**src/hcwt_cfg.svh**
```systemverilog
// offsets, reset values and timing counts for the code word transmitter
`ifndef HCWT_CFG_SVH
`define HCWT_CFG_SVH

// system clock and timing base
`define HCWT_CLK_MHZ 100
`define HCWT_TICK_US 50
`define HCWT_TICK_CYC (`HCWT_TICK_US * `HCWT_CLK_MHZ)

// register byte offsets
`define HCWT_OFS_ENC0 8'h00
`define HCWT_OFS_ENC1 8'h04
`define HCWT_OFS_COM 8'h08
`define HCWT_OFS_CMD 8'h0C
`define HCWT_OFS_HOP 8'h10
`define HCWT_OFS_FIX 8'h14
`define HCWT_OFS_STAT 8'h18

// command bit positions
`define HCWT_CMD_PRESS 0
`define HCWT_CMD_HELD 1

// reset values: encoder configs all zero, one minimum code word
`define HCWT_ENC_RST 9'h000
`define HCWT_COM_RST 10'h040

// times in microseconds, tick counts derived (all divide exactly)
`define HCWT_TE_US 100
`define HCWT_TE_T (`HCWT_TE_US / `HCWT_TICK_US)
`define HCWT_GUARD1_US 6400
`define HCWT_GUARD2_US 51200
`define HCWT_GUARD3_US 102400
`define HCWT_WAKE1_US 50000
`define HCWT_WAKE2_US 75000
`define HCWT_WAKE3_US 100000
`define HCWT_LED_ON0_US 50000
`define HCWT_LED_ON1_US 100000
`define HCWT_LED_OFF_US 500000
`define HCWT_QWIN_US 2000000
`define HCWT_SETTLE_ASK_US 1000
`define HCWT_SETTLE_FSK_US 2000
`define HCWT_HDR_SHORT_TE 4
`define HCWT_HDR_LONG_TE 10
`define HCWT_PRE_PULSES 12

`endif

```
**src/hcwt_pkg.sv**
```systemverilog
// types shared by the code word transmitter
package hcwt_pkg;

  // data bit modulation formats
  typedef enum logic [1:0] {
    MOD_PWM = 2'h0,
    MOD_MAN = 2'h1,
    MOD_VPWM = 2'h2,
    MOD_PPM = 2'h3
  } hcwt_mod_t;

  // per-encoder settings, guard time in the low bits
  typedef struct packed {
    logic queue_en;
    logic marker_en;
    hcwt_mod_t modulation;
    logic header_long;
    logic [1:0] element_period;
    logic [1:0] guard_time;
  } hcwt_enc_cfg_t;

  // settings shared by both encoders
  typedef struct packed {
    logic [3:0] min_words;
    logic led_blink_low;
    logic led_on_long;
    logic pll_fsk;
    logic rf_en_sel;
    logic [1:0] wakeup;
  } hcwt_com_cfg_t;

  // one output segment: level, length in elements, second half follows
  typedef struct packed {
    logic lvl;
    logic [1:0] len;
    logic more;
  } hcwt_seg_t;

  // transmit sequencer states
  typedef enum logic [6:0] {
    S_IDLE = 7'h01,
    S_SETTLE = 7'h02,
    S_WAKE = 7'h04,
    S_PRE = 7'h08,
    S_HDR = 7'h10,
    S_DATA = 7'h20,
    S_GUARD = 7'h40
  } hcwt_state_t;

endpackage

```
**src/hcwt_tx.sv**
```systemverilog
// code word framer, modulator, rf enable and indicator control
`include "hcwt_cfg.svh"
`timescale 1ns/1ps
`default_nettype none

module hcwt_tx #(
  parameter int TICK_CYCLES = `HCWT_TICK_CYC
) (
  input wire logic CLK_SYS_I,
  input wire logic RESET_N_I,
  input wire logic [7:0] AVS_ADDRESS_I,
  input wire logic AVS_READ_I,
  input wire logic AVS_WRITE_I,
  input wire logic [31:0] AVS_WRITEDATA_I,
  input wire logic [3:0] AVS_BYTEENABLE_I,
  output logic [31:0] AVS_READDATA_O,
  output logic AVS_WAITREQUEST_O,
  input wire logic ENC_SEL_I,
  input wire logic LOW_VOLT_I,
  output logic DATA_O,
  output logic RF_EN_O,
  output logic RF_EN_OE_O,
  output logic LED_O,
  output logic LED_OE_O
);
  import hcwt_pkg::*;

  // byte lane merge for register writes
  function automatic logic [31:0] merge32(input logic [31:0] old, input logic [31:0] nw, input logic [3:0] be);
    logic [31:0] r;
    r = old;
    for (int i = 0; i < 4; i++) begin
      if (be[i]) begin
        r[i*8 +: 8] = nw[i*8 +: 8];
      end
    end
    return r;
  endfunction

  // two-bit crc over the first 65 bits, first sent bit first
  function automatic logic [1:0] crc2(input logic [64:0] d);
    logic [1:0] c;
    c = 2'h0;
    for (int i = 0; i < 65; i++) begin
      c = {c[0] ^ d[i], c[0] ^ d[i] ^ c[1]};
    end
    return c;
  endfunction

  // segment shape of one data bit per modulation
  function automatic hcwt_seg_t seg_of(input hcwt_mod_t m, input logic b, input logic k, input logic vp);
    hcwt_seg_t s;
    s = '{lvl: 1'b0, len: 2'h1, more: 1'b0};
    case (m)
      MOD_PWM: s = k ? '{1'b0, b ? 2'h2 : 2'h1, 1'b0} : '{1'b1, b ? 2'h1 : 2'h2, 1'b1};
      MOD_MAN: s = '{k ? b : ~b, 2'h1, ~k};
      MOD_VPWM: s = '{vp, b ? 2'h2 : 2'h1, 1'b0};
      default: s = k ? '{1'b0, b ? 2'h2 : 2'h1, 1'b0} : '{1'b1, 2'h1, 1'b1};
    endcase
    return s;
  endfunction

  // guard gap in ticks, 0 means none
  function automatic logic [15:0] guard_ticks(input logic [1:0] sel);
    case (sel)
      2'h1: return 16'(`HCWT_GUARD1_US / `HCWT_TICK_US);
      2'h2: return 16'(`HCWT_GUARD2_US / `HCWT_TICK_US);
      2'h3: return 16'(`HCWT_GUARD3_US / `HCWT_TICK_US);
      default: return 16'h0000;
    endcase
  endfunction

  // wake-up burst length in ticks, 0 means none
  function automatic logic [15:0] wake_ticks(input logic [1:0] sel);
    case (sel)
      2'h1: return 16'(`HCWT_WAKE1_US / `HCWT_TICK_US);
      2'h2: return 16'(`HCWT_WAKE2_US / `HCWT_TICK_US);
      2'h3: return 16'(`HCWT_WAKE3_US / `HCWT_TICK_US);
      default: return 16'h0000;
    endcase
  endfunction

  logic enc_sel_m, enc_sel_s; // select pin synchroniser
  logic low_voltage_flag_m, low_voltage_flag_s; // low supply synchroniser
  logic [12:0] tick_cnt; // divider for the 50 us tick
  logic tick; // one-cycle tick enable
  hcwt_enc_cfg_t enc_cfg [2]; // per-encoder settings
  hcwt_com_cfg_t com_cfg; // shared settings
  logic [31:0] hop_reg, fix_reg; // code portions written by software
  logic held; // button still held
  logic press_req; // one-cycle press event
  logic wr_fire, rd_fire; // bus access completes this edge
  logic [31:0] rd_val; // read mux
  hcwt_state_t state;
  logic act_enc; // encoder of the current press
  logic [31:0] frame_hop, frame_fix; // latched word content
  logic frame_low_voltage_flag;
  logic [1:0] frame_q;
  logic [1:0] queue_cnt, next_queue; // press queue counter
  logic [15:0] press_age; // ticks since last press start
  logic press_seen;
  logic pending; // second press waiting
  logic [3:0] word_cnt; // words sent for this press
  logic [15:0] seg_left, wake_left; // tick counters
  logic [4:0] half_cnt; // preamble half pulses
  logic [6:0] bit_idx;
  logic seg_k, vp; // second half flag, vpwm level
  logic lvl, rf_en; // data and rf enable levels
  logic led_lit, led_phase_off, led_once;
  logic [15:0] led_cnt;
  hcwt_enc_cfg_t cfg; // active encoder settings
  logic enc_sel_eff;
  logic [15:0] te;
  logic [68:0] payload;
  logic [70:0] wbits;
  logic [6:0] wlen;
  hcwt_seg_t cur_seg, half2_seg, nbit_seg;
  logic seg_done, guard_done, take_pend, more_words, go_pre, go_idle, abort_word;
  logic [4:0] next_cnt;
  logic [15:0] settle_t, led_on_t;

  // pin synchronisers
  always_ff @(posedge CLK_SYS_I or negedge RESET_N_I) begin
    if (!RESET_N_I) begin
      enc_sel_m <= 1'b0;
      enc_sel_s <= 1'b0;
      low_voltage_flag_m <= 1'b0;
      low_voltage_flag_s <= 1'b0;
    end else begin
      enc_sel_m <= ENC_SEL_I;
      enc_sel_s <= enc_sel_m;
      low_voltage_flag_m <= LOW_VOLT_I;
      low_voltage_flag_s <= low_voltage_flag_m;
    end
  end

  // tick divider, all timing counts in ticks
  always_ff @(posedge CLK_SYS_I or negedge RESET_N_I) begin
    if (!RESET_N_I) begin
      tick_cnt <= 13'h0000;
      tick <= 1'b0;
    end else if (tick_cnt == 13'(TICK_CYCLES - 1)) begin
      tick_cnt <= 13'h0000;
      tick <= 1'b1;
    end else begin
      tick_cnt <= tick_cnt + 13'h0001;
      tick <= 1'b0;
    end
  end

  // avalon handshake: waitrequest low for one cycle, second edge
  always_ff @(posedge CLK_SYS_I or negedge RESET_N_I) begin
    if (!RESET_N_I) begin
      AVS_WAITREQUEST_O <= 1'b1;
      AVS_READDATA_O <= 32'h00000000;
    end else if ((AVS_READ_I || AVS_WRITE_I) && AVS_WAITREQUEST_O) begin
      AVS_WAITREQUEST_O <= 1'b0;
      AVS_READDATA_O <= AVS_READ_I ? rd_val : 32'h00000000;
    end else begin
      AVS_WAITREQUEST_O <= 1'b1;
    end
  end

  assign wr_fire = AVS_WRITE_I && !AVS_WAITREQUEST_O;
  assign rd_fire = AVS_READ_I && !AVS_WAITREQUEST_O;

  // read mux, unmapped reads return zero
  always_comb begin
    rd_val = 32'h00000000;
    case (AVS_ADDRESS_I)
      `HCWT_OFS_ENC0: rd_val = 32'(enc_cfg[0]);
      `HCWT_OFS_ENC1: rd_val = 32'(enc_cfg[1]);
      `HCWT_OFS_COM: rd_val = 32'(com_cfg);
      `HCWT_OFS_CMD: rd_val = {30'h0, held, 1'b0};
      `HCWT_OFS_HOP: rd_val = hop_reg;
      `HCWT_OFS_FIX: rd_val = fix_reg;
      `HCWT_OFS_STAT: rd_val = {16'h0000, led_lit, pending, act_enc, low_voltage_flag_s, queue_cnt,
                                word_cnt, state != S_IDLE, rf_en, lvl, 3'h0};
      default: rd_val = 32'h00000000;
    endcase
  end

  // register writes and press event, unmapped writes dropped
  always_ff @(posedge CLK_SYS_I or negedge RESET_N_I) begin
    if (!RESET_N_I) begin
      enc_cfg[0] <= `HCWT_ENC_RST;
      enc_cfg[1] <= `HCWT_ENC_RST;
      com_cfg <= `HCWT_COM_RST;
      hop_reg <= 32'h00000000;
      fix_reg <= 32'h00000000;
      held <= 1'b0;
      press_req <= 1'b0;
    end else begin
      press_req <= 1'b0;
      if (wr_fire) begin
        case (AVS_ADDRESS_I)
          `HCWT_OFS_ENC0: enc_cfg[0] <= 9'(merge32(32'(enc_cfg[0]), AVS_WRITEDATA_I, AVS_BYTEENABLE_I));
          `HCWT_OFS_ENC1: enc_cfg[1] <= 9'(merge32(32'(enc_cfg[1]), AVS_WRITEDATA_I, AVS_BYTEENABLE_I));
          `HCWT_OFS_COM: com_cfg <= 10'(merge32(32'(com_cfg), AVS_WRITEDATA_I, AVS_BYTEENABLE_I));
          `HCWT_OFS_HOP: hop_reg <= merge32(hop_reg, AVS_WRITEDATA_I, AVS_BYTEENABLE_I);
          `HCWT_OFS_FIX: fix_reg <= merge32(fix_reg, AVS_WRITEDATA_I, AVS_BYTEENABLE_I);
          `HCWT_OFS_CMD: begin
            if (AVS_BYTEENABLE_I[0]) begin
              press_req <= AVS_WRITEDATA_I[`HCWT_CMD_PRESS];
              held <= AVS_WRITEDATA_I[`HCWT_CMD_HELD];
            end
          end
          default: held <= held;
        endcase
      end
    end
  end

  // word content, timing and next segments for the active encoder
  always_comb begin
    cfg = enc_cfg[act_enc];
    // rf enable mode forces the first encoder
    enc_sel_eff = com_cfg.rf_en_sel ? 1'b0 : enc_sel_s;
    te = 16'(`HCWT_TE_T) << cfg.element_period;
    // crc over hopping, fixed and low voltage bits
    payload = {cfg.queue_en ? frame_q : 2'h0, crc2({frame_low_voltage_flag, frame_fix, frame_hop}),
               frame_low_voltage_flag, frame_fix, frame_hop};
    // 67 bits without queue, adds two
    wlen = cfg.queue_en ? 7'd69 : 7'd67;
    if (cfg.marker_en) begin
      wbits = {1'b0, payload, 1'b1} | (71'h1 << (wlen + 7'd1));
      wlen = wlen + 7'd2;
    end else begin
      wbits = 71'(payload);
    end
    cur_seg = seg_of(cfg.modulation, wbits[bit_idx], seg_k, vp);
    half2_seg = seg_of(cfg.modulation, wbits[bit_idx], 1'b1, vp);
    nbit_seg = seg_of(cfg.modulation, wbits[7'(bit_idx + 7'd1)], 1'b0, ~vp);
    // pll style sets the settling wait
    settle_t = com_cfg.pll_fsk ? 16'(`HCWT_SETTLE_FSK_US / `HCWT_TICK_US) :
                                 16'(`HCWT_SETTLE_ASK_US / `HCWT_TICK_US);
    led_on_t = com_cfg.led_on_long ? 16'(`HCWT_LED_ON1_US / `HCWT_TICK_US) :
                                     16'(`HCWT_LED_ON0_US / `HCWT_TICK_US);
  end

  // sequencing decisions
  always_comb begin
    seg_done = tick && (seg_left == 16'h0000);
    guard_done = (state == S_GUARD) && ((cfg.guard_time == 2'h0) || seg_done);
    next_cnt = {1'b0, word_cnt} + 5'h01;
    more_words = (next_cnt < {1'b0, com_cfg.min_words}) || held;
    // second press waits for the minimum words unless queueing is enabled
    take_pend = guard_done && pending && (cfg.queue_en || (next_cnt >= {1'b0, com_cfg.min_words}));
    // queued press cuts the word short
    abort_word = press_req && !pending && cfg.queue_en &&
                 ((state == S_PRE) || (state == S_HDR) || (state == S_DATA));
    go_pre = ((state == S_SETTLE) && seg_done && (com_cfg.wakeup == 2'h0)) ||
             ((state == S_WAKE) && (wake_left == 16'h0000)) ||
             (guard_done && (take_pend || more_words));
    // a press in the final guard cycle keeps the link up, set wins over the stop
    go_idle = guard_done && !take_pend && !more_words && !press_req;
    next_queue = (press_seen && press_age < 16'(`HCWT_QWIN_US / `HCWT_TICK_US)) ?
                 ((queue_cnt == 2'h3) ? 2'h3 : queue_cnt + 2'h1) : 2'h0;
  end

  // press age and queue counter
  always_ff @(posedge CLK_SYS_I or negedge RESET_N_I) begin
    if (!RESET_N_I) begin
      press_age <= 16'h0000;
      press_seen <= 1'b0;
      queue_cnt <= 2'h0;
    end else if (press_req) begin
      press_age <= 16'h0000;
      press_seen <= 1'b1;
      queue_cnt <= next_queue;
    end else if (tick && press_age != 16'hFFFF) begin
      press_age <= press_age + 16'h0001;
    end
  end

  // main transmit sequencer
  always_ff @(posedge CLK_SYS_I or negedge RESET_N_I) begin
    if (!RESET_N_I) begin
      state <= S_IDLE;
      act_enc <= 1'b0;
      frame_hop <= 32'h00000000;
      frame_fix <= 32'h00000000;
      frame_low_voltage_flag <= 1'b0;
      frame_q <= 2'h0;
      pending <= 1'b0;
      word_cnt <= 4'h0;
      seg_left <= 16'h0000;
      wake_left <= 16'h0000;
      half_cnt <= 5'h00;
      bit_idx <= 7'h00;
      seg_k <= 1'b0;
      vp <= 1'b1;
      lvl <= 1'b0;
      rf_en <= 1'b0;
    end else begin
      if (tick && seg_left != 16'h0000) begin
        seg_left <= seg_left - 16'h0001;
      end
      if (tick && wake_left != 16'h0000) begin
        wake_left <= wake_left - 16'h0001;
      end
      // a second press is remembered, more are ignored
      if (press_req && state != S_IDLE && !pending) begin
        pending <= 1'b1;
      end
      case (state)
        S_IDLE: begin
          if (press_req) begin
            act_enc <= enc_sel_eff;
            frame_hop <= hop_reg;
            frame_fix <= fix_reg;
            frame_low_voltage_flag <= low_voltage_flag_s;
            frame_q <= next_queue;
            word_cnt <= 4'h0;
            // rf enable rises before the first pulse
            rf_en <= 1'b1;
            seg_left <= settle_t;
            state <= S_SETTLE;
          end
        end
        S_SETTLE: begin
          if (seg_done && com_cfg.wakeup != 2'h0) begin
            wake_left <= wake_ticks(com_cfg.wakeup);
            lvl <= 1'b1;
            seg_left <= te - 16'h0001;
            state <= S_WAKE;
          end
        end
        S_WAKE: begin
          if (seg_done && wake_left != 16'h0000) begin
            lvl <= ~lvl;
            seg_left <= te - 16'h0001;
          end
        end
        S_PRE: begin
          if (seg_done) begin
            if (half_cnt == 5'(2 * `HCWT_PRE_PULSES - 1)) begin
              // header of four or ten elements
              lvl <= 1'b0;
              seg_left <= (cfg.header_long ? 16'(`HCWT_HDR_LONG_TE) : 16'(`HCWT_HDR_SHORT_TE)) * te - 16'h0001;
              state <= S_HDR;
            end else begin
              half_cnt <= half_cnt + 5'h01;
              lvl <= ~lvl;
              seg_left <= te - 16'h0001;
            end
          end
        end
        S_HDR: begin
          if (seg_done) begin
            lvl <= cur_seg.lvl;
            seg_left <= ((cur_seg.len == 2'h2) ? (te << 1) : te) - 16'h0001;
            state <= S_DATA;
          end
        end
        S_DATA: begin
          if (seg_done) begin
            if (cur_seg.more && !seg_k) begin
              seg_k <= 1'b1;
              lvl <= half2_seg.lvl;
              seg_left <= ((half2_seg.len == 2'h2) ? (te << 1) : te) - 16'h0001;
            end else if (bit_idx == wlen - 7'd1) begin
              // selected guard gap after each word
              lvl <= 1'b0;
              seg_left <= guard_ticks(cfg.guard_time) - 16'h0001;
              state <= S_GUARD;
            end else begin
              bit_idx <= bit_idx + 7'h01;
              seg_k <= 1'b0;
              vp <= ~vp;
              lvl <= nbit_seg.lvl;
              seg_left <= ((nbit_seg.len == 2'h2) ? (te << 1) : te) - 16'h0001;
            end
          end
        end
        S_GUARD: begin
          if (go_idle) begin
            // rf enable falls after the final guard
            rf_en <= 1'b0;
            pending <= 1'b0;
            state <= S_IDLE;
          end else if (guard_done && !take_pend) begin
            word_cnt <= (word_cnt == 4'hF) ? 4'hF : next_cnt[3:0];
          end
        end
        default: state <= S_IDLE;
      endcase
      if (abort_word) begin
        lvl <= 1'b0;
        seg_left <= guard_ticks(cfg.guard_time) - 16'h0001;
        state <= S_GUARD;
      end
      // queued press takes over with a fresh word
      if (take_pend) begin
        frame_hop <= hop_reg;
        frame_fix <= fix_reg;
        frame_low_voltage_flag <= low_voltage_flag_s;
        frame_q <= queue_cnt;
        word_cnt <= 4'h0;
        pending <= 1'b0;
      end
      // each word starts with the preamble
      if (go_pre) begin
        half_cnt <= 5'h00;
        bit_idx <= 7'h00;
        seg_k <= 1'b0;
        vp <= 1'b1;
        lvl <= 1'b1;
        seg_left <= te - 16'h0001;
        state <= S_PRE;
      end
    end
  end

  // indicator: sinks while sending, blink on then fixed off time
  always_ff @(posedge CLK_SYS_I or negedge RESET_N_I) begin
    if (!RESET_N_I) begin
      led_lit <= 1'b0;
      led_phase_off <= 1'b0;
      led_once <= 1'b0;
      led_cnt <= 16'h0000;
    end else if (state == S_IDLE) begin
      led_lit <= 1'b0;
      led_phase_off <= 1'b0;
      led_once <= 1'b0;
      led_cnt <= 16'h0000;
    end else begin
      // low supply blocks or limits the blink
      // on time selectable, off time fixed
      led_lit <= !led_phase_off && (!low_voltage_flag_s || (com_cfg.led_blink_low && !led_once));
      if (tick) begin
        if (!led_phase_off && led_cnt == led_on_t - 16'h0001) begin
          led_phase_off <= 1'b1;
          led_cnt <= 16'h0000;
          led_once <= led_once | low_voltage_flag_s;
        end else if (led_phase_off && led_cnt == 16'(`HCWT_LED_OFF_US / `HCWT_TICK_US) - 16'h0001) begin
          led_phase_off <= 1'b0;
          led_cnt <= 16'h0000;
        end else begin
          led_cnt <= led_cnt + 16'h0001;
        end
      end
    end
  end

  // pin drivers, all from flip-flops
  always_ff @(posedge CLK_SYS_I or negedge RESET_N_I) begin
    if (!RESET_N_I) begin
      RF_EN_OE_O <= 1'b0;
      LED_O <= 1'b0;
    end else begin
      // shared pin driven only in rf enable mode
      RF_EN_OE_O <= com_cfg.rf_en_sel;
      LED_O <= 1'b0;
    end
  end

  assign DATA_O = lvl;
  assign RF_EN_O = rf_en;
  assign LED_OE_O = led_lit;

endmodule

`default_nettype wire

```
**config.mk**
```make
export PLATFORM = sky130hd
export DESIGN_NAME = hcwt_tx
export DESIGN_NICKNAME = d
export VERILOG_FILES = /design/src/hcwt_pkg.sv /design/src/hcwt_tx.sv
export VERILOG_INCLUDE_DIRS = /design/src
export SDC_FILE = /design/constraint.sdc
export NUM_CORES = 1
export LEC_CHECK = 0
export BUFFER_PORTS_ARGS = -buffer_cell sky130_fd_sc_hd__buf_2
export CORE_UTILIZATION = 44
export CTS_BUF_LIST = sky130_fd_sc_hd__clkbuf_8
export CTS_CLUSTER_DIAMETER = 80
export DETAILED_ROUTE_END_ITERATION = 6
export PLACE_DENSITY_LB_ADDON = 0.12
export SLEW_MARGIN = 15
export SYNTH_ARGS = -nofsm -noshare
export SYNTH_HDL_FRONTEND = slang
export SYNTH_SLANG_ARGS = --single-unit
```
**constraint.sdc**
```tcl
create_clock -name CLK_SYS_I -period 7.5 [get_ports CLK_SYS_I]
set_input_delay 1.5 -clock CLK_SYS_I [delete_from_list [all_inputs] [get_ports CLK_SYS_I]]
set_output_delay 1.5 -clock CLK_SYS_I [all_outputs]
set_load 0.02 [all_outputs]
```
# --- Word-level counts from Yosys, hierarchy flattened ---
# Index checks and enable logic that the tools add are counted.
totals:
  regBits: 312
  input_bits: 50
  out_inout_bits: 38
  word_cells: 516
classes:
  addsub: 20
  multipliers: 1
  order_cmp: 6
  eq_ne: 53
  shift: 2
  n_mux: 142
  n_bitwise: 136
  reduce_logical: 95
op_table:
  columns: ["cell", "count"]
  rows:
  - ["2-to-1 mux 16 bit", 29]
  - ["2-to-1 mux 32 bit", 7]
  - ["one-hot mux 32 bit (7 select lines)", 1]
  - ["subtractor 16 x 1 -> 16 bit (second input constant)", 9]
  - ["bitwise XOR 1 bit", 128]
  - ["2-to-1 mux 7 bit", 17]
  - ["one-hot mux 16 bit (6 select lines)", 1]
  - ["2-to-1 mux 71 bit", 1]
  - ["OR 70 x 71 -> 71 bit", 1]
  - ["<< shifter 1 x 7 -> 71 bit (first input constant)", 1]
  - ["AND reduction 3 bit", 18]
  - ["one-hot mux 7 bit (7 select lines)", 1]
  - ["2-to-1 mux 1 bit", 46]
  - ["one-hot mux 12 bit (3 select lines)", 1]
  - ["one-hot mux 11 bit (3 select lines)", 1]
  - ["adder 16 x 1 -> 16 bit (second input constant)", 2]
  - ["logical NOT 16 bit", 2]
  - ["2-to-1 mux 4 bit", 8]
  - ["nonzero test 16 bit", 2]
  - ["logical AND 1 bit", 29]
  - ["2-to-1 mux 9 bit", 3]
  - ["== test 8 x 5 -> 1 bit (second input constant)", 3]
  - ["!= test 4 bit (second input constant)", 6]
  - ["one-hot mux 4 bit (3 select lines)", 2]
  - ["62 further kinds", 136]

# --- Longest topological paths before layout ---
# Gate-level depths: netlist (run 1).
depth:
  depth_word: 146
  ltp_mapped: 28

# --- Worst setup path before layout (run 1) ---
# OpenSTA, ideal clock, no wires.
synth_timing:
  path_kind: "register to register"
  startpoint: "register act_enc"
  endpoint: "register seg_left[9]"
  t_arrival_ns: 5.384
  required_ns: 7.373
  path_slack_ns: 1.989
  stages_incl_launch_ff: 27
  path_buffers: 3
  cell_sequence: "dfrtp_1 -> buf_6 -> mux2i_1 -> buf_4 -> inv_4 -> buf_6 -> mux4_2 -> mux4_2 -> a21oi_1 -> a311oi_1 -> or4_1 -> a21oi_2 -> nand2_1 -> ha_1 -> a2111oi_0 -> a21oi_1 -> a31oi_1 -> nor2_1 -> or3_1 -> ha_1 -> a21boi_0 -> ha_1 -> o21ai_0 -> o21ai_0 -> a21oi_1 -> o32a_1 -> o22ai_1"
synth_between:
  elab_chain_cells: 22
synth_lines:
  columns: ["item", "line", "source"]
  rows:
  - ["start: declaration", "hcwt_tx.sv:95", "logic act_enc;"]
  - ["start signal: assignment", "hcwt_tx.sv:309", "act_enc <= enc_sel_eff;"]
  - ["NOT 1 -> 2 bit (not written as such) *", "hcwt_tx.sv:216", "cfg = enc_cfg[act_enc];"]
  - ["2-to-1 mux 9 bit (not written as such) * (3 in series)", "hcwt_tx.sv:216", null]
  - ["2-to-1 mux 3 bit", "hcwt_tx.sv:224", "wlen = cfg.queue_en ? 7'd69 : 7'd67;"]
  - ["adder 7 x 1 -> 7 bit", "hcwt_tx.sv:226", "wbits = {1'b0, payload, 1'b1} | (71'h1 << (wlen + 7'd1));"]
  - ["<< shifter 1 x 7 -> 71 bit", "hcwt_tx.sv:226", null]
  - ["OR 70 x 71 -> 71 bit", "hcwt_tx.sv:226", null]
  - ["2-to-1 mux 71 bit", "hcwt_tx.sv:225", "if (cfg.marker_en) begin"]
  - ["binary-select mux 1 bit (select 7 bit)", "hcwt_tx.sv:233", "nbit_seg = seg_of(cfg.modulation, wbits[7'(bit_idx + 7'd1)], 1'b0, ~vp);"]
  - ["(+4 left out)", null, null]
  - ["2-to-1 mux 16 bit", "hcwt_tx.sv:372", "seg_left <= ((nbit_seg.len == 2'h2) ? (te << 1) : te) - 16'h0001;"]
  - ["subtractor 16 x 1 -> 16 bit", "hcwt_tx.sv:372", null]
  - ["2-to-1 mux 16 bit", "hcwt_tx.sv:362", "end else if (bit_idx == wlen - 7'd1) begin"]
  - ["2-to-1 mux 16 bit", "hcwt_tx.sv:358", "if (cur_seg.more && !seg_k) begin"]
  - ["2-to-1 mux 16 bit", "hcwt_tx.sv:357", "if (seg_done) begin"]
  - ["one-hot mux 16 bit (6 select lines)", "hcwt_tx.sv:306", "case (state)"]
  - ["2-to-1 mux 16 bit", "hcwt_tx.sv:388", "if (abort_word) begin"]
  - ["2-to-1 mux 16 bit *", "hcwt_tx.sv:403", "if (go_pre) begin"]
  - ["end signal: assignment", "hcwt_tx.sv:361", "seg_left <= ((half2_seg.len == 2'h2) ? (te << 1) : te) - 16'h0001;"]
  - ["end signal: assignment", "hcwt_tx.sv:390", "seg_left <= guard_ticks(cfg.guard_time) - 16'h0001;"]
  - ["end signal: assignment", "hcwt_tx.sv:409", "seg_left <= te - 16'h0001;"]
  - ["end: declaration", "hcwt_tx.sv:104", "logic [15:0] seg_left, wake_left;"]
# Mark *: on every way between the ends. The rest lies on a longest branch, timed or not. The select of a mux whose other input is x is not followed.
# A chain may end at the register's enable or synchronous reset.

# --- Final worst setup path (run 1) ---
# Same ends and word-level chain as after synthesis.

==> results of run 1 <==
synthesized netlist by cell type, types with 10 or more instances:
cell / number
sky130_fd_sc_hd__a21oi_1: 94
sky130_fd_sc_hd__a31oi_1: 14
sky130_fd_sc_hd__and3_1: 36
sky130_fd_sc_hd__buf_1: 13
sky130_fd_sc_hd__buf_2: 12
sky130_fd_sc_hd__clkbuf_1: 60
sky130_fd_sc_hd__dfrtp_1: 308
sky130_fd_sc_hd__ha_1: 49
sky130_fd_sc_hd__inv_1: 39
sky130_fd_sc_hd__mux2_2: 164
sky130_fd_sc_hd__mux2i_1: 117
sky130_fd_sc_hd__mux4_2: 20
sky130_fd_sc_hd__nand2_1: 182
sky130_fd_sc_hd__nand2b_1: 17
sky130_fd_sc_hd__nand3_1: 68
sky130_fd_sc_hd__nand4_1: 15
sky130_fd_sc_hd__nor2_1: 180
sky130_fd_sc_hd__nor2b_1: 15
sky130_fd_sc_hd__nor3_1: 36
sky130_fd_sc_hd__nor4_1: 23
sky130_fd_sc_hd__o211ai_1: 12
sky130_fd_sc_hd__o21ai_0: 98
sky130_fd_sc_hd__o22ai_1: 10
sky130_fd_sc_hd__o31ai_1: 17
sky130_fd_sc_hd__or3_1: 17
sky130_fd_sc_hd__xnor2_1: 89
sky130_fd_sc_hd__xor2_1: 63
kinds of logic after synthesis:
family	count (synthesis)	synth area share
AO/OA/AOI/OAI	345	0.113
XOR/XNOR	155	0.0730
adder cells (fa/ha/maj)	51	0.0341
buffers and inverters	131	0.0285
flip-flops	312	0.408
multiplexers	304	0.185
other	1	0.000196
AND/OR/NAND/NOR	642	0.159
power groups by stage:
stage               Clock, µW  Combinational, µW  Sequential (µW)
floorplan                   0                399             1810
global placement            0                611             1820
detailed placement          0                617             1820
CTS                      1690                620             1790
global route             1770                692             1800
finish                   1650                628             1790
layer usage:
| metal | global-route usage | wire [µm] | share of wire |
|---|---|---|---|
| met1 | 0.362 | 25800 | 0.48 |
| met2 | 0.377 | 24400 | 0.45 |
| met3 | 0.0415 | 2960 | 0.055 |
| met4 | 0.0667 | 1120 | 0.021 |
| met5 | 0 | 13 | 0.00024 |
worst max-delay path, stage by stage (launching register included):
cell and delay, ns:
sky130_fd_sc_hd__dfrtp_1 0.40, sky130_fd_sc_hd__mux2i_4 0.49, sky130_fd_sc_hd__inv_4 0.29, sky130_fd_sc_hd__mux4_2 0.51, sky130_fd_sc_hd__mux4_2 0.49, sky130_fd_sc_hd__a21oi_1 0.20
sky130_fd_sc_hd__a311oi_1 0.09, sky130_fd_sc_hd__or4_1 0.58, sky130_fd_sc_hd__a21oi_2 0.22, sky130_fd_sc_hd__nand2_1 0.11, sky130_fd_sc_hd__ha_1 0.31, sky130_fd_sc_hd__a2111oi_0 0.47
sky130_fd_sc_hd__a21oi_1 0.12, sky130_fd_sc_hd__a31oi_1 0.34, sky130_fd_sc_hd__nor2_1 0.06, sky130_fd_sc_hd__or3_1 0.31, sky130_fd_sc_hd__ha_1 0.25, sky130_fd_sc_hd__a21boi_0 0.15
sky130_fd_sc_hd__ha_1 0.21, sky130_fd_sc_hd__o21ai_0 0.20, sky130_fd_sc_hd__o21ai_0 0.13, sky130_fd_sc_hd__a21oi_1 0.15, sky130_fd_sc_hd__o32a_1 0.15, sky130_fd_sc_hd__o22ai_1 0.07
worst paths after layout:
path / end / cells past startpoint / slack [ns] / start
min in group asynchronous: seg_left[7] / 1 / 0.83 / RESET_N_I
max in group asynchronous: frame_fix[15] / 2 / 5.27 / RESET_N_I
worst min-delay path: low_voltage_flag_s / 0 / 0.35 / low_voltage_flag_m
worst min register to register: low_voltage_flag_s / 0 / 0.35 / low_voltage_flag_m
worst max register to register: seg_left[9] / 23 / 1.08 / act_enc
worst max-delay path: seg_left[9] / 23 / 1.08 / act_enc
cell type report:
cell class                      count  area share
Inverter                           40     0.00715
Tap cell                          585      0.0343
Timing Repair Buffer              112      0.0304
Multi-Input combinational cell   1498       0.508
Clock buffer                       74      0.0477
Clock inverter                     24     0.00674
Sequential cell                   312       0.366
per-stage QoR:
step | instance area, µm² | hold slack (ns) | utilization | worst slack [ns] | power (µW)
5_1_grt | 21300 | 0.357 | 0.497 | 0.725 | 4260
2_1_floorplan | 19200 | 0.331 | - | 1.99 | 2210
3_3_place_gp | 20200 | 0.332 | 0.470 | 1.29 | 2430
4_1_cts | 21300 | 0.350 | 0.497 | 1.16 | 4100
6_report | 21300 | 0.347 | 0.497 | 1.08 | 4070
3_5_place_dp | 20200 | 0.336 | 0.470 | 1.18 | 2440
==> run summary, run 1 <==
The critical path is of the register to register type. The post-synthesis async set-or-reset flop share was 1.00; the number of cells in the design after placement was 2,547. Share of the synthesized area in the top cell type: 0.402.

The first-iteration detailed-routing DRC count was 1,293; the wire length of the first global-routing pass was 86.4 mm. By area the synthesized netlist is led by sky130_fd_sc_hd__dfrtp_1 40%, sky130_fd_sc_hd__mux2_2 9.6%, sky130_fd_sc_hd__mux2i_1 6.1%. The die covers 44,400 µm². The cell chosen for the clock root is sky130_fd_sc_hd__clkbuf_8. The count of port buffers added during placement is 86. The multi-input combinational cells in the finished layout cover a total of 10,800 µm². Fill cells in the final layout number 4,095. The clock drives 312 sinks. For the number of placement rows, the log shows 76. Power share of the sequential group: 0.440. The global-route total usage across every layer is 0.248. For the worst slew margin relative to its limit, the log shows 0.253.

The routed design could run at a clock period as short as 6.42 ns. The number of setup violations in the final report came out at 0. The finished layout holds 2,645 standard cells, fillers aside. After detailed routing, the average wire length per cell comes to 20.5 µm. The run gives 162 as the largest net degree at the start of global routing. The number of global-route vias before repair is 15,050, and the number of antenna violations at the first check in global routing is 2. Timing would allow up to 156 MHz. The mean number of vias per cell is 5.81. The sort of element at the end of the critical path was a register. The tools report the final hold violation count as 0. The half-perimeter wire length after placement was 38.7 mm; the count of buffers added by post-CTS timing repair for setup was 0. For this run, design rule violations remaining after detail routing come to 0. For the sum of overflow across all layers after global routing, the log shows 0.

The run gives 0 as the final antenna diode count. Mean instance size in the synthesized netlist: 9.88 µm². The area growth from synthesis to layout is 11.3%, and the number of instances in the synthesized netlist is 1,941. For the switching power, the log shows 1210 µW. Worst-case clock buffer depth: 3. The Yosys step of the flow raised 0 warnings.

The count of flip-flops with a built-in enable after synthesis works out to 0. Hold repair after CTS inserted 0 buffers. After synthesis the netlist holds a flip-flop and latch count of 312. Post-CTS repair changed the size of 0 cells. Flip-flop cell with the highest count after synthesis: sky130_fd_sc_hd__dfrtp_1.

Leading cell type in the layout, fill and taps excluded: sky130_fd_sc_hd__dfrtp_1. For the worst setup path, the data required time is 8.06 ns. The run gives 0 ns as the final setup TNS.

TritonCTS built the clock tree. After synthesis the cells add up to 19,200 µm². For this block, the via count after detailed routing is 15,362.

The flow ran to the end, and the final reports show no timing, DRC or antenna violations. The post-detailed-route count of antenna-violating nets is 0. In this run the horizontal extent of the chip is 211 µm. The fraction of layout cells with a size suffix above 1 came out at 0.197. For the worst-skew pair, the clock arrives at the later sink with an insertion delay of 0.69 ns.

The post-layout net count was 2,120. The number of distinct standard cells referenced by the synthesized netlist is 76. The top cell type by total area after synthesis was sky130_fd_sc_hd__dfrtp_1. The part of the total power dissipated in combinational logic is 0.154. Measured along the y axis, the die boundary spans 211 µm. The sequential area share after synthesis was 0.408.

When the netlist entered floorplanning its net count stood at 2,042. The initial core utilization is 0.446. In this run the static leakage power is 0.00984 µW. The worst setup path is launched from a register. Share of power burned in the clock network: 0.406. The share of the clock period used by the worst path after layout was 0.855. The post-route clock skew is 0.0812 ns, and the switching share of total power is 0.298. Clock input transition at the sequential cells of the worst setup and hold paths: 0.07 ns. The number of clock buffers inserted by TritonCTS was 55. The number of slew-limit violations in the final report came out at 0. The library cells used most frequently in the layout, excluding fill and tap cells, are 307 x sky130_fd_sc_hd__dfrtp_1, 181 x sky130_fd_sc_hd__nand2_1, 180 x sky130_fd_sc_hd__nor2_1. VDD sags by at most 0.142 mV. Slew at the pin closest to its max-slew limit: 1.11 ns. Setup repair after global routing left no endpoint under its margin. In this run the power density over the cells is 191 nW/µm².

For the storage element area, the log shows 7810 µm². The first TritonRoute pass finished after 5 iterations. Of all nets on the critical path, the largest fanout is 31. The tightest min-delay check is of the register to register type. The run gives 54.3 mm as the overall routed net length. The logs give 0.943 for the final RePlAce weighted congestion and 88 for the count of boundary I/O pins.

At the worst endpoint, the arrival time is 6.98 ns. Cell internal power was estimated by the tool at 2860 µW. The tool flagged a number of max-cap violations equal to 0.

The total area inside the core boundary comes to 43,000 µm². Deepest level of the CTS H-tree: 2.
Note: power is estimated with default switching activity, not from simulation.
==> inputs of run 2 (changes only) <==
--- a/config.mk
+++ b/config.mk
@@ -7,7 +7,7 @@
 export NUM_CORES = 1
 export LEC_CHECK = 0
 export BUFFER_PORTS_ARGS = -buffer_cell sky130_fd_sc_hd__buf_2
-export CORE_UTILIZATION = 44
+export CORE_UTILIZATION = 31
 export CTS_BUF_LIST = sky130_fd_sc_hd__clkbuf_8
 export CTS_CLUSTER_DIAMETER = 80
 export DETAILED_ROUTE_END_ITERATION = 6
==> run 2 against run 1 <==
Effect of this change:
- final cell count increased by 8.2%
- utilization shrank 14 points
- critical path depth is 1 higher
- via count increased by 0.18%
- fmax decreased by 0.19%
- global-route usage shrank 5.7 points
- flip-flop and latch count unchanged
- sequential share of layout area is 0.78 points lower
- non-clock buffer count rose by 5
- die area rose by 42%
- clock power is 12% higher
- critical path type unchanged
- highest routed layer is now met4
==> run summary, run 2 (synthesis results as in run 1) <==
Wire segments on met3 add up to 2.91 mm in the final route. Port buffering added 86 buffers. The first global-routing pass estimated 94.1 mm of wire.

The number of placement rows is 90. TritonCTS built the clock tree. The tools report the critical path startpoint category as a register.

After detailed placement, the total cell area comes to 20,500 µm². Max-cap violations in this run came to 0. The run gives 62,800 µm² as the floorplan die area. The number of global-route vias before repair came out at 15,362. In this run the power density over the cells is 195 nW/µm².

The global-route total usage across every layer is 0.191, and the number of setup violations in the final report is 0. IR analysis of the VDD net gives a maximum drop of 0.124 mV. Leaving out fill and tap cells, the most frequent cells in the layout are 307 x sky130_fd_sc_hd__dfrtp_1, 181 x sky130_fd_sc_hd__nand2_1, 180 x sky130_fd_sc_hd__nor2_1.

The run gives 0 as the post-detailed-route count of antenna-violating nets. Static timing analysis puts the maximum clock frequency at 156 MHz. The logs give 0 for the final hold violation count and 0 for the post-cts resize count.

For this run, the post-layout net count is 2,128. The count of boundary I/O pins is 88. The worst setup path is captured at a register. The met2 routed wirelength was 26.3 mm. For the final-layout fill cell count, the log shows 6,119. The slew at the pin closest to its max-slew limit was 1.14 ns; the count of clock tree sinks was 312. Clock latency on the worst-skew pair, taken at its later pin, is 0.69 ns. CTS built an H-tree with a depth of 2. Across all hold checks on the routed design, the worst slack comes to 0.348 ns.

The flow ran to the end, and the final reports show no timing, DRC or antenna violations. Clock skew on the completed layout was measured at 0.0670 ns. Largest net degree at the start of global routing: 170.

In the routed design, unresolved DRC markers number 0. After detailed routing, the wire length on met1 is 28.9 mm. Data required time at the worst endpoint: 8.03 ns. The tools report the total number of vias as 15,390. The highest layer used for signal routing was met4. The share of the clock period used by the worst path after layout works out to 0.857.

The per-cell routed wire length is 20.7 µm. The master of the slowest instance on the critical path was sky130_fd_sc_hd__mux2i_4. The library cell used most frequently in the layout, excluding fill and tap cells, is sky130_fd_sc_hd__dfrtp_1.

The worst setup path category was register to register. For the worst setup path, the data arrival time is 6.96 ns. The area growth from synthesis to layout was 13.8%. Counting I/O delays and the setup requirement, the final critical path takes 6.43 ns.

The final layout contains routed wiring with a total length of 59.3 mm. The logs give 43.1 mm for the half-perimeter wire length after placement and 0.00993 µW for the total leakage power. The tightest min-delay check is of the register to register type.

CTS placed an instance of sky130_fd_sc_hd__clkbuf_8 at the clock tree root. Number of slew-limit violations in the final report: 0. The total overflow left after global routing is 0. The logs give 1.07 ns for the reg2reg setup slack and 3 for the worst-case clock buffer depth. The largest single stage delay on the critical path is 0.62 ns. The finished cells cover 21,800 µm². The logs give 0.316 for the initial core utilization and 60,700 µm² for the placeable core region. Measured along the y axis, the die boundary spans 251 µm. For the final routed database, the setup TNS stands at 0 ns. The fraction of layout cells with a size suffix above 1 is 0.205, and the number of antenna violations at the first check in global routing is 2. The maximum fanout encountered on the critical timing path is 52.

Dividing the detail-routed via count by the number of cells gives 5.38. The run gives 0.902 as the final RePlAce weighted congestion. The number of setup buffers added after CTS is 0. Setup repair after global routing left no endpoint under its margin. The detailed router finished its first iteration with 1,039 violations. The width of the die was 251 µm; the number of buffers added to fix hold violations after cts was 0. Clock-pin slew was measured on the worst setup and hold paths at 0.06 ns. The worst slew margin relative to its limit was 0.220; the number of clock buffers inserted by TritonCTS was 58. The first detailed-routing pass took 5 iterations. Walking the worst path, the cells encountered are mux2i_4 > inv_4 > buf_4 > mux4_2 > o221ai_1 > a21oi_1 > a311oi_1 > or4_1 > a21oi_2 > nand2_1 > ha_1 > a2111oi_0 > a21oi_1 > a31oi_1 > nor2_1 > or3_1 > ha_1 > a21boi_0 > ha_1 > o21ai_0 > o21ai_0 > a21oi_1 > o32a_1 > o22ai_1.
run 2: where the power goes:
group | internal, µW | switching (µW) | total (µW)
combinational | 209 | 423 | 632
clock | 1040 | 791 | 1840
sequential | 1740 | 58.2 | 1790
total | 2990 | 1270 | 4260
run 2: cell type report:
| cell class | count | area (µm²) | area share |
|---|---|---|---|
| multi-input cells | 1498 | 10800 | 0.497 |
| diodes | 3 | 7.51 | 0.000344 |
| clock buffers | 82 | 1130 | 0.0518 |
| well taps | 782 | 978 | 0.0449 |
| inverters | 40 | 153 | 0.00700 |
| flip-flops and latches | 312 | 7810 | 0.358 |
| repair buffers | 117 | 686 | 0.0314 |
| clock inverters | 27 | 201 | 0.00924 |
run 2: final timing paths:
check                           from            endpoint  cells past startpoint
setup / recovery             act_enc         seg_left[9]                     24
hold / removal             enc_sel_m           enc_sel_s                      0
setup reg to reg             act_enc         seg_left[9]                     24
hold reg to reg            enc_sel_m           enc_sel_s                      0
max in group asynchronous  RESET_N_I  AVS_READDATA_O[26]                      2
min in group asynchronous  RESET_N_I       press_age[11]                      1
run 2: per-layer routing:
metal  global-route usage  up-vias
met4               0.0498        0
met1                0.279     7729
met5                    0        -
li1                     -     7199
met2                0.290      386
met3               0.0313       76
run 2: worst max-delay path, delay by kind of cell (launching register included):
kind,cells,cell delay [ns]
AO/OA/AOI/OAI,13,2.40
adder cells (fa/ha/maj),3,0.78
buffers and inverters,2,0.49
flip-flops,1,0.40
multiplexers,2,1.05
AND/OR/NAND/NOR,4,1.09
run 2: stage by stage:
| step | power, µW | worst slack, ns | utilization | std cells |
|---|---|---|---|---|
| after floorplan | 2210 | 1.99 | - | 1941 |
| after global placement | 2450 | 1.18 | 0.337 | 2749 |
| after detailed placement | 2450 | 1.13 | 0.337 | 2749 |
| after CTS | 4330 | 1.08 | 0.359 | 2858 |
| after global routing | 4490 | 0.695 | 0.359 | 2859 |
| final | 4260 | 1.07 | 0.359 | 2861 |
==> inputs of run 3 (changes only) <==
--- a/config.mk
+++ b/config.mk
@@ -11,7 +11,7 @@
 export CTS_BUF_LIST = sky130_fd_sc_hd__clkbuf_8
 export CTS_CLUSTER_DIAMETER = 80
 export DETAILED_ROUTE_END_ITERATION = 6
-export PLACE_DENSITY_LB_ADDON = 0.12
+export PLACE_DENSITY = 0.46
 export SLEW_MARGIN = 15
 export SYNTH_ARGS = -nofsm -noshare
 export SYNTH_HDL_FRONTEND = slang
==> run 3 against run 2 <==
Effect of this change:
- total power decreased by 3.1%
- die area unchanged
- non-clock buffer count shrank 1
- fmax decreased by 4.1%
- clock power is 8% lower
- hold slack improved by 0.035 ns
- critical path depth down 1
- wire length is 3.4% lower
- count of clock-buffer cells in the layout down 5
- clock skew is 0.012 ns lower
- combinational power up 1%
- register-to-register slack lost 0.28 ns
==> run summary, run 3 (synthesis results as in run 1) <==
The worst setup path category is register to register. For this block, the routed nets add up to 57.3 mm of wire. The worst hold path cell count is 0, and the post-layout net count is 2,126. In this run the critical register-to-register path is launched from act_enc. Power per standard cell area: 190 nW/µm². For the number of slew-limit violations in the final report, the log shows 0.

The height of the die works out to 251 µm. The final design utilization was 0.357. The critical path buffer and inverter count is 1, and the placeable core region is 60,700 µm².

The final hold violation count was 0; the arrival time at the worst endpoint was 7.24 ns. The initial core utilization came out at 0.316. The fraction of layout cells with a size suffix above 1 came out at 0.201. For this design the total switching power over the nets is 1260 µW. Master of the slowest instance on the critical path: sky130_fd_sc_hd__mux2i_4. Once detailed placement completed, the half-perimeter wirelength came to 41.3 mm.

Dividing the detail-routed wire length by the instance count gives 20.1 µm. Number of placement rows: 90. The post-route clock skew was 0.0555 ns. The top cell types in the final layout, fill and taps aside, are 307 x sky130_fd_sc_hd__dfrtp_1, 181 x sky130_fd_sc_hd__nand2_1, 180 x sky130_fd_sc_hd__nor2_1.

The worst path meets setup with 0.794 ns of slack. Critical path startpoint category: a register. The share of power burned in the clock network is 0.410, and the number of setup violations in the final report is 0. The startpoint identified for the worst hold timing path is low_voltage_flag_m. In this run the cell area measured after placement is 20,500 µm².

The critical path runs through a total of 23 cells. Setup slack on the worst reg-to-reg path comes out at 0.79 ns. The worst slew margin relative to its limit came out at 0.238.

The post-detailed-route count of antenna-violating nets is 0, and the depth of the most critical reg-to-reg path is 23. Slew at the pin closest to its max-slew limit: 1.13 ns. The tools report the endpoint of the worst-slack reg-to-reg timing path as seg_left[9].

The total non-filler cell area in the finished layout came out at 21,700 µm². The share of the clock period used by the worst path after layout came out at 0.894. The clock input transition at the sequential cells of the worst setup and hold paths was 0.06 ns; the mean number of vias per cell was 5.36. The deepest level of the CTS H-tree was 2. Among cell families on the critical path, the largest total delay comes from compound AO/OA/AOI/OAI gates. The run gives 144 as the largest net degree at the start of global routing. From synthesis to final layout, the design area changed by 13.0%.

The logs give 312 for the count of clock tree sinks and 0.00988 µW for the total leakage power. The number of setup buffers added after CTS is 0. The tools report the floorplan die area as 62,800 µm². The flow ran to the end, and the final reports show no timing, DRC or antenna violations. Hold repair after CTS inserted 0 buffers. OpenSTA, run right after detailed placement, puts the worst setup slack at 0.881 ns. The first-iteration detailed-routing DRC count was 1,110; the source-to-sink clock delay at the later pin of the worst-skew pair was 0.68 ns. The switching share of total power is 0.306. Traced cell by cell, the critical path runs through mux2i_4 > inv_4 > mux4_2 > mux4_2 > a21oi_1 > a311oi_1 > or4_1 > a21oi_2 > nand2_1 > ha_1 > a2111oi_0 > a21oi_1 > a31oi_1 > nor2_1 > or3_1 > ha_1 > a21boi_0 > ha_1 > o21ai_0 > o21ai_0 > a21oi_1 > o32a_1 > o22ai_1.

For this run, design rule violations remaining after detail routing come to 0. Across all layers, the routed design uses 15,301 vias. For the part of the total power dissipated in combinational logic, the log shows 0.155. After clock tree synthesis, the repair step resized 0 gates. TritonCTS built the clock tree.

Leaving out fill and tap cells, the most frequent cell in the layout is sky130_fd_sc_hd__dfrtp_1. The run gives 0.883 as the final RePlAce weighted congestion. The wire length of the first global-routing pass was 90.7 mm. Global-route total usage across every layer: 0.183. In this run the worst path has a maximum fanout of 33.

Minimum period implied by the final worst setup slack: 6.71 ns. Power share of the sequential group: 0.435. The width of the die was 251 µm; the number of clock buffers inserted by TritonCTS was 57. Setup repair after global routing left no endpoint under its margin.

The pre-antenna-repair detailed-routing pass consisted of 5 iterations. The final-layout fill cell count is 6,104. The run gives 3 as the worst-case clock buffer depth. For the final routed database, the setup TNS stands at 0 ns. Data on the critical path is required at its endpoint by 8.03 ns.

On the worst path, the slowest cell contributes a delay of 0.69 ns. After global routing the overflow that remains totals 0. The total of max-cap violations is 0.

Derived from the worst setup path, the maximum achievable clock frequency is 149 MHz. The run gives 0.383 ns as the worst hold slack. The tree is rooted in a sky130_fd_sc_hd__clkbuf_8. The sort of element at the end of the critical path is a register. IR analysis of the VDD net gives a maximum drop of 0.118 mV. The count of port buffers added during placement was 86; the internal power contribution was 2860 µW.

For the number of antenna violations at the first check in global routing, the log shows 2. The run gives 15,293 as the number of global-route vias before repair. Type of the tightest min-delay check: register to register. 88 I/O pins were placed. For hold timing, the worst endpoint is low_voltage_flag_s.
run 3: cell types whose count changed in the layout (fill, tap and decap cells not counted), sizes merged:
cell,delta
clkbuf,-5
buf,-1
bufinv,-2
clkinv,+1
clkinvlp,-1
inv,+3
run 3: layout make-up:
cell class | count | area (µm²) | area share
multi-input cells | 1498 | 10800 | 0.500
inverters | 40 | 153 | 0.00704
well taps | 782 | 978 | 0.0452
clock inverters | 28 | 145 | 0.00670
repair buffers | 116 | 678 | 0.0313
diodes | 3 | 7.51 | 0.000346
clock buffers | 77 | 1060 | 0.0489
flip-flops and latches | 312 | 7810 | 0.361
run 3: worst max-delay path by stage:
stage / end / startpoint / slack, ns
5_1_grt: seg_left[9] / act_enc / 0.24
6_report: seg_left[9] / act_enc / 0.79
3_5_place_dp: seg_left[9] / act_enc / 0.88
4_1_cts: seg_left[9] / act_enc / 0.82
2_1_floorplan: seg_left[9] / act_enc / 1.99
3_3_place_gp: seg_left[9] / act_enc / 0.94
run 3: power groups by stage:
stage	clock network [µW]	registers, µW	logic (µW)
3_5_place_dp	0	1820	637
2_1_floorplan	0	1810	399
4_1_cts	1760	1790	640
5_1_grt	1820	1800	716
3_3_place_gp	0	1820	630
6_report	1690	1800	640
run 3: layer usage:
metal,up-vias,track usage,wire length [µm]
li1,7183,-,-
met1,7637,0.258,26800
met2,382,0.288,26200
met3,99,0.0275,2870
met4,0,0.0556,1500
met5,-,0,0
run 3: metrics by stage:
stage,total power [µW],std cells
4_1_cts,4190,2853
5_1_grt,4340,2854
6_report,4130,2856
3_3_place_gp,2450,2748
3_5_place_dp,2460,2748
2_1_floorplan,2210,1941
